===== config.mk =====
export PLATFORM = sky130hd
export DESIGN_NAME = module_low_speed_control
export DESIGN_NICKNAME = d
export VERILOG_FILES = /design/src/logic/module_ctrl_pkg.sv /design/src/logic/module_low_speed_control.sv /design/src/logic/pin_sync.sv
export VERILOG_INCLUDE_DIRS = /design/src /design/src/logic
export SDC_FILE = /design/constraint.sdc
export NUM_CORES = 1
export LEC_CHECK = 0
export BUFFER_PORTS_ARGS = -buffer_cell sky130_fd_sc_hd__buf_2
export CAP_MARGIN = 5
export CORE_ASPECT_RATIO = 1.4
export CORE_MARGIN = 2
export CORE_UTILIZATION = 55
export DETAILED_ROUTE_END_ITERATION = 8
export GPL_ROUTABILITY_DRIVEN = 0
export PLACE_DENSITY_LB_ADDON = 0.12
export SLEW_MARGIN = 0
export SYNTH_ARGS = -nofsm -noshare
export SYNTH_HDL_FRONTEND = slang
export SYNTH_HIERARCHICAL = 1
export SYNTH_SLANG_ARGS = --single-unit

===== constraint.sdc =====
create_clock -name core_clk -period 3.25 [get_ports core_clk]
set_input_delay 0.65 -clock core_clk [delete_from_list [all_inputs] [get_ports core_clk]]
set_output_delay 0.65 -clock core_clk [all_outputs]
set_load 0.01 [all_outputs]

===== src/logic/module_ctrl_regs.svh =====
// constants for the module low-speed control block
`ifndef MODULE_CTRL_REGS_SVH
`define MODULE_CTRL_REGS_SVH

// ----------------------------------------------------------------
// timing
// ----------------------------------------------------------------
`define CLK_PERIOD_NS 40
`define INIT_TIME_MS 2000
`define INIT_CYCLES ((`INIT_TIME_MS * 1000000) / `CLK_PERIOD_NS)
`define RESET_MIN_CYCLES 250

// ----------------------------------------------------------------
// two-wire slave address and memory map
// ----------------------------------------------------------------
`define DEV_ADDR 7'h50
`define MAP_DEPTH 128
`define ADDR_STATUS 8'h02
`define ADDR_FLAGS 8'h03
`define ADDR_CONTROL 8'h5D
`define BIT_NOT_READY 0
`define BIT_INIT_FLAG 0
`define BIT_LOW_POWER_OVR 0
`define BIT_LOW_POWER_FORCE 1
`define BIT_SEL_LOW_POWER 2
`define STATUS_RESET 8'h01

`endif


===== src/logic/module_ctrl_pkg.sv =====
// types for the module low-speed control block
package module_ctrl_pkg;

    // ----------------------------------------------------------------
    // serial engine states
    // ----------------------------------------------------------------
    typedef enum logic [2:0] {
        ST_IDLE = 3'b000,
        ST_ADDR = 3'b001,
        ST_ACK = 3'b010,
        ST_WRITE = 3'b011,
        ST_READ = 3'b100,
        ST_RACK = 3'b101,
        ST_SKIP = 3'b110
    } serial_state_e;

    // ----------------------------------------------------------------
    // sampled pin bundle
    // ----------------------------------------------------------------
    typedef struct packed {
        logic select_n;
        logic reset_n;
        logic low_power;
        logic scl;
        logic sda;
    } pins_s;

endpackage : module_ctrl_pkg


===== src/logic/module_low_speed_control.sv =====
// low-speed management: select, reset, low power, presence, interrupt
`timescale 1ns/1ps
`include "module_ctrl_regs.svh"

// Function
// - answer serial bus only while selected low
// - long reset pulse restores all defaults
// - completion interrupt posted with not-ready flag cleared
// - post completion interrupt after power-up unaided
// - low-power input caps power consumption
// - presence line driven low when inserted
// - open-drain interrupt low flags fault
// - fully functional within 2000 ms
// - serial lines give memory map access
module module_low_speed_control #(
    parameter int INIT_CYCLES = `INIT_CYCLES,
    parameter int RESET_MIN = `RESET_MIN_CYCLES,
    parameter logic [6:0] DEV_ADDR = `DEV_ADDR // arbitrary slave address
) (
    // clock and reset
    input wire logic core_clk,
    input wire logic rstn,
    // host control pins
    input wire logic module_select_n,
    input wire logic module_reset_n,
    input wire logic low_power_select,
    // two-wire bus, open drain data
    input wire logic scl_in,
    input wire logic sda_in,
    output logic sda_out,
    output logic sda_oe,
    // status pins, open drain
    output logic presence_indicator_n,
    output logic interrupt_out_n,
    output logic interrupt_oe,
    // internal status and fault input
    input wire logic fault_event,
    output logic low_power_active,
    output logic ready
);

    module_ctrl_pkg::pins_s raw; // raw pin bundle
    module_ctrl_pkg::pins_s pin; // synchronised pin bundle
    module_ctrl_pkg::serial_state_e state;
    logic scl_d, sda_d; // previous samples for edge detect
    logic scl_rise, scl_fall, start_c, stop_c;
    logic soft_rst; // reset from the pin, held long enough
    logic [15:0] rst_cnt; // low-time counter of reset pin
    logic [31:0] init_cnt; // power-on initialisation timer
    logic not_ready; // initialisation-pending flag
    logic init_flag; // latched completion flag
    logic fault_flag; // latched fault flag
    logic [7:0] ctrl; // control byte
    logic [7:0] mem [0:`MAP_DEPTH-1]; // user memory map
    logic [7:0] shreg; // serial shift register
    logic [3:0] bitn; // bit counter
    logic [7:0] ptr; // memory pointer
    logic rw; // read direction
    logic first; // next write byte is the pointer
    logic [7:0] rd_byte; // byte chosen for read

    assign raw = '{select_n: module_select_n, reset_n: module_reset_n,
                   low_power: low_power_select, scl: scl_in, sda: sda_in};

    // ----------------------------------------------------------------
    // pin synchronisers
    // ----------------------------------------------------------------
    pin_sync #(.WIDTH(5), .INIT(5'h1B)) u_sync (
        .core_clk(core_clk),
        .rstn(rstn),
        .async_in(raw),
        .sync_out(pin)
    );

    // ----------------------------------------------------------------
    // bus edge and condition detection
    // ----------------------------------------------------------------
    always_ff @(posedge core_clk) begin
        if (!rstn) begin
            scl_d <= 1'b1;
            sda_d <= 1'b1;
        end else begin
            scl_d <= pin.scl;
            sda_d <= pin.sda;
        end
    end
    assign scl_rise = pin.scl & ~scl_d;
    assign scl_fall = ~pin.scl & scl_d;
    assign start_c = pin.scl & scl_d & sda_d & ~pin.sda & ~pin.select_n;
    assign stop_c = pin.scl & scl_d & ~sda_d & pin.sda;

    // ----------------------------------------------------------------
    // reset pin pulse length qualifier
    // ----------------------------------------------------------------
    always_ff @(posedge core_clk) begin
        if (!rstn) begin
            rst_cnt <= 16'h0000;
            soft_rst <= 1'b0;
        end else if (pin.reset_n) begin
            rst_cnt <= 16'h0000;
            soft_rst <= 1'b0;
        end else if (rst_cnt >= 16'(RESET_MIN)) begin
            soft_rst <= 1'b1;
        end else begin
            rst_cnt <= rst_cnt + 16'h0001;
        end
    end

    // ----------------------------------------------------------------
    // initialisation timer and completion flag
    // ----------------------------------------------------------------
    always_ff @(posedge core_clk) begin
        if (!rstn || soft_rst) begin
            init_cnt <= 32'h00000000;
            not_ready <= 1'b1;
            init_flag <= 1'b0;
        end else begin
            if (not_ready) begin
                if (init_cnt >= 32'(INIT_CYCLES - 1)) begin
                    not_ready <= 1'b0;
                    init_flag <= 1'b1;
                end else begin
                    init_cnt <= init_cnt + 32'h00000001;
                end
            end else if (state == module_ctrl_pkg::ST_READ && scl_fall && bitn == 4'h0
                         && ptr == `ADDR_FLAGS) begin
                init_flag <= 1'b0;
            end
        end
    end

    // ----------------------------------------------------------------
    // fault flag, set wins over read clear
    // ----------------------------------------------------------------
    always_ff @(posedge core_clk) begin
        if (!rstn || soft_rst) begin
            fault_flag <= 1'b0;
        end else if (fault_event) begin
            fault_flag <= 1'b1;
        end else if (state == module_ctrl_pkg::ST_READ && scl_fall && bitn == 4'h0
                     && ptr == `ADDR_FLAGS) begin
            fault_flag <= 1'b0;
        end
    end

    // ----------------------------------------------------------------
    // status pin outputs
    // ----------------------------------------------------------------
    always_ff @(posedge core_clk) begin
        if (!rstn) begin
            presence_indicator_n <= 1'b0;
            interrupt_out_n <= 1'b1;
            interrupt_oe <= 1'b0;
            low_power_active <= 1'b1;
            ready <= 1'b0;
        end else begin
            presence_indicator_n <= 1'b0;
            interrupt_out_n <= ~((init_flag & ~not_ready) | fault_flag);
            interrupt_oe <= (init_flag & ~not_ready) | fault_flag;
            ready <= ~not_ready;
            // the pin always caps power; software may only add its own request on top
            low_power_active <= pin.low_power
                                | (ctrl[`BIT_LOW_POWER_OVR] ? ctrl[`BIT_LOW_POWER_FORCE]
                                   : ctrl[`BIT_SEL_LOW_POWER]);
        end
    end

    // ----------------------------------------------------------------
    // read byte selection
    // ----------------------------------------------------------------
    always_comb begin
        case (ptr)
            `ADDR_STATUS: rd_byte = {7'h00, not_ready};
            `ADDR_FLAGS: rd_byte = {6'h00, fault_flag, init_flag};
            `ADDR_CONTROL: rd_byte = ctrl;
            default: rd_byte = (ptr < 8'(`MAP_DEPTH)) ? mem[ptr[6:0]] : 8'h00;
        endcase
    end

    // ----------------------------------------------------------------
    // two-wire slave engine
    // ----------------------------------------------------------------
    always_ff @(posedge core_clk) begin
        if (!rstn || soft_rst) begin
            state <= module_ctrl_pkg::ST_IDLE;
            shreg <= 8'h00;
            bitn <= 4'h0;
            ptr <= 8'h00;
            rw <= 1'b0;
            first <= 1'b0;
            sda_oe <= 1'b0;
            sda_out <= 1'b0;
            ctrl <= 8'h00;
        end else if (stop_c) begin
            state <= module_ctrl_pkg::ST_IDLE;
            sda_oe <= 1'b0;
        end else if (pin.select_n) begin
            // deselected mid-frame: drop the frame and let go of the data line
            state <= module_ctrl_pkg::ST_IDLE;
            sda_oe <= 1'b0;
        end else if (start_c) begin
            state <= module_ctrl_pkg::ST_ADDR;
            bitn <= 4'h0;
            sda_oe <= 1'b0;
        end else begin
            case (state)
                module_ctrl_pkg::ST_ADDR: begin
                    if (scl_rise) begin
                        shreg <= {shreg[6:0], pin.sda};
                        bitn <= bitn + 4'h1;
                    end else if (scl_fall && bitn == 4'h8) begin
                        rw <= shreg[0];
                        first <= ~shreg[0];
                        sda_oe <= (shreg[7:1] == DEV_ADDR);
                        state <= (shreg[7:1] == DEV_ADDR) ? module_ctrl_pkg::ST_ACK
                                 : module_ctrl_pkg::ST_SKIP;
                    end
                end
                module_ctrl_pkg::ST_ACK: begin
                    if (scl_fall) begin
                        bitn <= 4'h0;
                        if (rw) begin
                            shreg <= rd_byte;
                            sda_oe <= ~rd_byte[7];
                            state <= module_ctrl_pkg::ST_READ;
                        end else begin
                            sda_oe <= 1'b0;
                            state <= module_ctrl_pkg::ST_WRITE;
                        end
                    end
                end
                module_ctrl_pkg::ST_WRITE: begin
                    if (scl_rise) begin
                        shreg <= {shreg[6:0], pin.sda};
                        bitn <= bitn + 4'h1;
                    end else if (scl_fall && bitn == 4'h8) begin
                        sda_oe <= 1'b1;
                        state <= module_ctrl_pkg::ST_ACK;
                        first <= 1'b0;
                        if (first) begin
                            ptr <= shreg;
                        end else begin
                            ptr <= ptr + 8'h01;
                            if (shreg != 8'h00 && ptr == `ADDR_CONTROL) begin
                                ctrl <= shreg;
                            end else if (ptr == `ADDR_CONTROL) begin
                                ctrl <= 8'h00;
                            end else if (ptr < 8'(`MAP_DEPTH) && ptr > `ADDR_FLAGS) begin
                                mem[ptr[6:0]] <= shreg;
                            end
                        end
                    end
                end
                module_ctrl_pkg::ST_READ: begin
                    if (scl_fall) begin
                        if (bitn == 4'h7) begin
                            sda_oe <= 1'b0;
                            ptr <= ptr + 8'h01;
                            state <= module_ctrl_pkg::ST_RACK;
                        end else begin
                            shreg <= {shreg[6:0], 1'b0};
                            sda_oe <= ~shreg[6];
                            bitn <= bitn + 4'h1;
                        end
                    end
                end
                module_ctrl_pkg::ST_RACK: begin
                    if (scl_rise) begin
                        state <= pin.sda ? module_ctrl_pkg::ST_SKIP : module_ctrl_pkg::ST_ACK;
                    end
                end
                module_ctrl_pkg::ST_SKIP: begin
                    sda_oe <= 1'b0;
                end
                default: begin
                    sda_oe <= 1'b0;
                end
            endcase
        end
    end

endmodule : module_low_speed_control


===== src/logic/pin_sync.sv =====
// two-flop synchroniser for a bundle of pins
`timescale 1ns/1ps

module pin_sync #(
    parameter int WIDTH = 5,
    parameter logic [WIDTH-1:0] INIT = '1
) (
    // clock and reset
    input wire logic core_clk,
    input wire logic rstn,
    // pins
    input wire logic [WIDTH-1:0] async_in,
    output logic [WIDTH-1:0] sync_out
);

    logic [WIDTH-1:0] meta; // first stage, read only by second

    // ----------------------------------------------------------------
    // two stages
    // ----------------------------------------------------------------
    always_ff @(posedge core_clk) begin
        if (!rstn) begin
            meta <= INIT;
            sync_out <= INIT;
        end else begin
            meta <= async_in;
            sync_out <= meta;
        end
    end

endmodule : pin_sync


# After elaboration in Yosys (flattened, before gate mapping)
# Memories as Yosys holds them, arrays and structs flattened. A register that Yosys moved wholly into a read port is not among the register bits.
# Cells that the tools add are included.
[word_totals] ff_bits=102 latch_bits=0 ram_bits=1024 mem_bits_ro=0 input_bits=8 output_inout_bits=7 wordCells=197 n_memories=1
[op_classes] add_sub_neg=4 multipliers=0 n_div=0 magnitude_cmp=4 n_eq_ne=33 shifts=0 muxes=70 n_bitwise=28 n_reduce_logical=34
[memory_table] name="mem" words=128 width=8 rd=1 rd_ports_with_merged_regs=1 write_ports=1 line_no="module_low_speed_control.sv:54" text="logic [7:0] mem [0:`MAP_DEPTH-1];"
[op_table] op="8-bit 2-to-1 mux" n=13
[op_table] op="8-bit one-hot mux with 3 select lines" n=2
[op_table] op="3-bit 2-to-1 mux" n=11
[op_table] op="32-bit by 1-bit adder with 32-bit output (second input constant)" n=1
[op_table] op="32-bit by 26-bit >= comparator with 1-bit output (second input constant)" n=1
[op_table] op="1-bit 2-to-1 mux" n=32
[op_table] op="9-bit AND reduction" n=3
[op_table] op="3-bit inequality test (second input constant)" n=8
[op_table] op="8-bit AND reduction" n=3
[op_table] op="4-bit 2-to-1 mux" n=5
[op_table] op="2-bit inequality test (second input constant)" n=9
[op_table] op="1-bit inverter" n=17
[op_table] op="16-bit by 1-bit adder with 16-bit output (second input constant)" n=1
[op_table] op="8-bit by 2-bit == test with 1-bit output (second input constant)" n=2
[op_table] op="16-bit by 8-bit >= comparator with 1-bit output (second input constant)" n=1
[op_table] op="8-bit one-hot mux with 2 select lines" n=1
[op_table] op="3-bit one-hot mux with 5 select lines" n=1
[op_table] op="7-bit 2-to-1 mux" n=2
[op_table] op="7-bit AND reduction" n=2
[op_table] op="4-bit one-hot mux with 3 select lines" n=1
[op_table] op="2-bit nonzero test" n=5
[op_table] op="1-bit AND" n=9
[op_table] op="8-bit by 1-bit adder with 8-bit output (second input constant)" n=1
[op_table] op="8-bit by 7-bit == test with 1-bit output (second input constant)" n=1
[op_table] op="29 further kinds" n=41

# Logic depth before layout (Yosys ltp)
[logic_depth] depth_word=14 ltp_mapped=12 mapped_depth_nobuf=9

# Hierarchy
# The synthesis kept the hierarchy.
[by_module_without_submodules] mod="module_low_speed_control" n_inst=1 cells_per_inst=2300 area_per_inst_um2=44303.7 seq_area_each_um2=32731.4
[by_module_without_submodules] mod="pin_sync" n_inst=1 cells_per_inst=20 area_per_inst_um2=262.8 seq_area_each_um2=200.2

# Worst setup path after synthesis
# No wires, ideal clock.
[synth_timing] path_type="reg2reg" start="register shreg[5]" end="register sda_oe" setup_time_ns=0.057 arrival_time_ns=3.264 t_required_ns=3.193 slack_ns=-0.072 path_stages_with_launch=8 path_buffers=0 synth_period_minus_slack_ns=3.322 cell_sequence="dfxtp_1 nand4bb_1 nor4_1 o21ai_0 o21ai_0 or3b_2 a31oi_1 a21o_1"
[synth_via] elab_chain_len=4
[synth_rtl] element="from (decl)" line_no="module_low_speed_control.sv:55" text="logic [7:0] shreg;"
[synth_rtl] element="from (signal assigned)" line_no="module_low_speed_control.sv:209" text="shreg <= {shreg[6:0], pin.sda};"
[synth_rtl] element="from (signal assigned)" line_no="module_low_speed_control.sv:223" text="shreg <= rd_byte;"
[synth_rtl] element="from (signal assigned)" line_no="module_low_speed_control.sv:234" text="shreg <= {shreg[6:0], pin.sda};"
[synth_rtl] element="7-bit == test" line_no="module_low_speed_control.sv:214" text="sda_oe <= (shreg[7:1] == DEV_ADDR);"
[synth_rtl] element="1-bit 2-to-1 mux" line_no="module_low_speed_control.sv:211" text="end else if (scl_fall && bitn == 4'h8) begin"
[synth_rtl] element="1-bit 2-to-1 mux" line_no="module_low_speed_control.sv:208" text="if (scl_rise) begin"
[synth_rtl] element="1-bit one-hot mux with 5 select lines" line_no="module_low_speed_control.sv:206" text="case (state)"
[synth_rtl] element="to (signal assigned)" line_no="module_low_speed_control.sv:214"
[synth_rtl] element="to (signal assigned)" line_no="module_low_speed_control.sv:224" text="sda_oe <= ~rd_byte[7];"
[synth_rtl] element="to (signal assigned)" line_no="module_low_speed_control.sv:262" text="sda_oe <= ~shreg[6];"
[synth_rtl] element="to (decl)" line_no="module_low_speed_control.sv:31" text="output logic sda_oe,"
# Every way passes these cells. The select of a mux whose other input is x is not followed.
# A chain may end at the register's enable or synchronous reset.

# Worst setup path after layout
[layout_timing] start="register bitn[0]" end="memory mem[41][5] (enable)"
[layout_via] elab_chain_len=10
[layout_rtl] element="from (decl)" line_no="module_low_speed_control.sv:56" text="logic [3:0] bitn;"
[layout_rtl] element="from (signal assigned)" line_no="module_low_speed_control.sv:210" text="bitn <= bitn + 4'h1;"
[layout_rtl] element="from (signal assigned)" line_no="module_low_speed_control.sv:235" text="bitn <= bitn + 4'h1;"
[layout_rtl] element="from (signal assigned)" line_no="module_low_speed_control.sv:263" text="bitn <= bitn + 4'h1;"
[layout_rtl] element="4-bit == test" line_no="module_low_speed_control.sv:236" text="end else if (scl_fall && bitn == 4'h8) begin"
[layout_rtl] element="1-bit logical AND" line_no="module_low_speed_control.sv:236"
[layout_rtl] element="1-bit 2-to-1 mux" line_no="module_low_speed_control.sv:236"
[layout_rtl] element="1-bit 2-to-1 mux" line_no="module_low_speed_control.sv:233" text="if (scl_rise) begin"
[layout_rtl] element="1-bit 2-to-1 mux" line_no="module_low_speed_control.sv:206"
[layout_rtl] element="1-bit 2-to-1 mux" line_no="module_low_speed_control.sv:201" text="end else if (start_c) begin"
[layout_rtl] element="1-bit 2-to-1 mux" line_no="module_low_speed_control.sv:197" text="end else if (pin.select_n) begin"
[layout_rtl] element="1-bit 2-to-1 mux" line_no="module_low_speed_control.sv:194" text="end else if (stop_c) begin"
[layout_rtl] element="1-bit 2-to-1 mux" line_no="module_low_speed_control.sv:184" text="if (!rstn || soft_rst) begin"
[layout_rtl] element="1-bit 2-to-1 mux (not written as such)" line_no="module_low_speed_control.sv:249" text="mem[ptr[6:0]] <= shreg;"
[layout_rtl] element="to (decl)" line_no="module_low_speed_control.sv:54"
# Every way passes these cells.

==> metrics.md <==
| Metric | Value |
|---|---|
| Final Max Slew Viols | `0` |
| Nets | `2,607` |
| Vias/cell | `6.16` |
| Die Y | `341 um` |
| DRT Pass-1 Iters | `6` |
| I/O pins | `15` |
| Leak | `13.4 nW` |
| Number of diodes | `0` |
| Flop2flop setup slack | `0.15 ns` |
| Worst slew pin tran | `1.00 ns` |
| Critical Path AT | `3.48 ns` |
| Seq cells post-synth | `1,133` |
| Status | `finished clean` |
| Port Buffer Count | `12` |
| Global routing usage on met1 | `between 30% and 40%` |
| Commonest cells after routing, fill and taps aside | `1,024 x edfxtp_1, 296 x mux4_2, 217 x buf_4, 205 x nor2_1, 107 x clkbuf_16` |
| Routed vias | `approximately 23,000` |
| Final Non-Filler Cells | `3,737` |
| Final Critical Period | `just over 3 ns` |
| Placed Cells | `3,546` |
| CORE AREA | `80,300 um^2` |
| Die Wd | `approximately 240 um` |
| Skew final | `about 0.037 ns` |
| Area occupied by multi-input gates | `11,100 um^2` |
| Max_slew headroom | `33.2%` |
| Drt initial violations | `2,077` |
| Crit share post-route | `95.3%` |
| Sequential area share after synthesis | `approximately three quarters` |
| Top FF cell, synth | `edfxtp_1` |
| Setup Buffers After CTS | `0` |
| Achievable frequency | `0.323 GHz` |
| Hold Buf Count CTS | `0` |
| Ys async rst share | `0%` |
| Initial Util | `55.5%` |
| Post-Syn Instances | `2,320` |
| Synthesized area | `44,600 um^2` |
| Met3 usage | `3.47%` |
| # resized after CTS | `0` |
| Total gr overflow | `0` |
| Post-synth EDFFs | `1,024` |
| Fin util | `63.4%` |
| CTS Buffer Depth | `3` |
| CTS clk-pin slew, worst paths | `0.07 ns` |
| Residual DRC | `0` |
| Mean routed wirelength per cell | `between 20 and 30 um` |
| Worst vdd ir | `448 uV` |
| Fill cells | `5,629` |
| Vias in the first global route | `23,760` |
| Final setup viols | `0` |
| First-pass GRT wire length | `158,000 um` |
| CTS sink cnt | `1,133` |
| Startpoint type of the worst setup path | `flop` |
| Setup crit start | `bitn[0]$_SDFFE_PP0P_` |
| Power Density | `542 nW/um^2` |
| # Max-Cap Violations | `0` |
| Largest net degree at the start of global routing | `82` |
| Cells on worst reg2reg path | `12` |
| Die Area | `~83,000 um^2` |
| H-tree depth | `3` |
| Area Overhead vs Synth | `14.3%` |
| Antenna violations before repair | `0` |
| Clock root buffer | `clkbuf_16` |
| Layout cell share with drive strength beyond 1 | `27.1%` |
| CP max FO | `9` |
| WL final | `105,000 um` |
| Worst R2R End | `mem[41][5]$_DFFE_PP_` |
| Reg area | `33,000 um^2` |
| Worst Setup EP | `mem[41][5]$_DFFE_PP_` |
| GR peak layer | `met2` |
| CTS tree | `yes` |
| Tot Pwr | `around 28 mW` |
| CP endpoint kind | `flop` |
| Min-delay worst type | `input port to flop` |
| Row count | `~120` |
| Final hold vios | `0` |
| Overall routing resource usage | `26.0%` |
| Setup CP Type | `flop to flop` |
| Final ANT Viol Nets | `0` |
| Met2 Usage GRT | `between 40% and 50%` |
| Cell variety after synth | `66` |
| Inserted Clock Buffers | `104` |
| Clk_lat worst skew | `0.70 ns` |
| Syn_area_per_cell | `19.2 um^2` |
| YS warnings | `6` |
| Reg-to-Reg Start | `bitn[0]$_SDFFE_PP0P_` |
| Hpwl dp | `67,800 um` |
| Most common cell after layout, fill and taps aside | `edfxtp_1` |
| Crit path required time | `3.64 ns` |
## registers in the layout (all words and copies together), names as in the netlist, 3 cells and up, named ones only
name,count
mem,1024
ptr,8
rst_cnt,16
ctrl,8
init_cnt,32
state,3
shreg,8
u_sync/sync_out,5
u_sync/meta,5
bitn,4
## cells in the mapped netlist, types with 4 or more instances
| cell type | instances | area share, % |
|---|---|---|
| clkbuf_1 | 65 | 0.55 |
| a211oi_1 | 5 | 0.084 |
| nor3b_1 | 5 | 0.084 |
| nand4_1 | 14 | 0.20 |
| nand2_1 | 73 | 0.61 |
| nor4_1 | 8 | 0.11 |
| a21boi_0 | 5 | 0.084 |
| mux4_2 | 296 | 15 |
| a31oi_1 | 11 | 0.15 |
| or4_1 | 5 | 0.084 |
| mux2_2 | 6 | 0.15 |
| or2_2 | 6 | 0.084 |
| nor2b_1 | 27 | 0.38 |
| nand3b_1 | 9 | 0.15 |
| a21oi_1 | 55 | 0.62 |
| a21o_1 | 6 | 0.10 |
| and2_1 | 23 | 0.32 |
| o31ai_1 | 5 | 0.084 |
| o22ai_1 | 4 | 0.056 |
| dfxtp_1 | 109 | 4.9 |
| nor2_1 | 205 | 1.7 |
| and4_1 | 4 | 0.079 |
| buf_2 | 33 | 0.37 |
| mux2i_1 | 29 | 0.65 |
| and3_1 | 11 | 0.15 |
| xor2_1 | 11 | 0.22 |
| buf_1 | 7 | 0.059 |
| ha_1 | 9 | 0.25 |
| buf_4 | 14 | 0.24 |
| a22oi_1 | 48 | 0.81 |
| nand3_1 | 33 | 0.37 |
| or3_1 | 14 | 0.20 |
| o211ai_1 | 9 | 0.15 |
| nand2b_1 | 20 | 0.28 |
| inv_1 | 16 | 0.13 |
| edfxtp_1 | 1024 | 69 |
| o21ai_0 | 36 | 0.40 |
| nor3_1 | 14 | 0.16 |
## where the power goes
group	leakage [nW]	internal (mW)	switching (mW)	total, mW
sequential	8.05	15.7	0.0149	15.7
combinational	3.72	0.0371	0.0660	0.103
clock	1.59	6.63	5.21	11.8
total	13.4	22.3	5.29	27.6
## worst min path at each step
stage	cells after the start	to	start
6_report	2	u_sync/meta[1]$_SDFF_PN1_	scl_in
5_1_grt	2	u_sync/meta[1]$_SDFF_PN1_	scl_in
4_1_cts	2	u_sync/meta[1]$_SDFF_PN1_	scl_in
3_5_place_dp	1	u_sync/sync_out[3]$_SDFF_PN1_	u_sync/meta[3]$_SDFF_PN1_
3_3_place_gp	1	u_sync/sync_out[4]$_SDFF_PN1_	u_sync/meta[4]$_SDFF_PN1_
2_1_floorplan	1	u_sync/sync_out[0]$_SDFF_PN1_	u_sync/meta[0]$_SDFF_PN1_
## per-stage QoR
stage	cell area, um^2	setup WS (ns)	setup TNS [ns]	hold WS, ns
floorplan	44700	0.0328	0	0.386
global placement	47700	0.120	0	0.400
detailed placement	47700	0.103	0	0.402
CTS	50900	0.0551	0	0.106
global route	50900	-0.0109	-0.0432	0.144
finish	50900	0.151	0	0.132
## layer usage
layer  vias up  part of all wire [%]
met1     12035                    39
met5         -                     0
met2       848                    52
li1       9943                     -
met3       180                   5.8
met4         0                   3.8
## cell type report
cell class	instances	area share [%]
sequential	1133	64.7
multi-input combinational	1082	21.9
clock buffer	125	5.39
timing repair buffer	253	4.26
tap	1062	2.61
clock inverter	66	1.02
inverter	16	0.118
## cells by family after synthesis
kind of cell / count (synthesis) / synth area share, %
and+or+nand+nor: 483 / 5.29
adders and majority gates: 9 / 0.253
muxes: 331 / 15.8
AOI/OAI and AO/OA: 211 / 3.10
other: 1 / 0.00841
xor gates and xnor gates: 14 / 0.275
DFF: 1133 / 73.9
buffers and inverters: 138 / 1.42
## worst max-delay path, stage by stage, from the launching register on
cell and delay [ns]:
dfxtp_1 0.34, inv_1 0.10, ha_1 0.15, and4bb_1 0.26, nand2_1 0.11, or3_4 0.43
nor4_4 0.37, buf_4 0.18, and2_1 0.16, nand2_1 0.08, buf_4 0.22, nor2_1 0.18
buf_4 0.19
No activity file was read; power rests on OpenSTA's default activity.
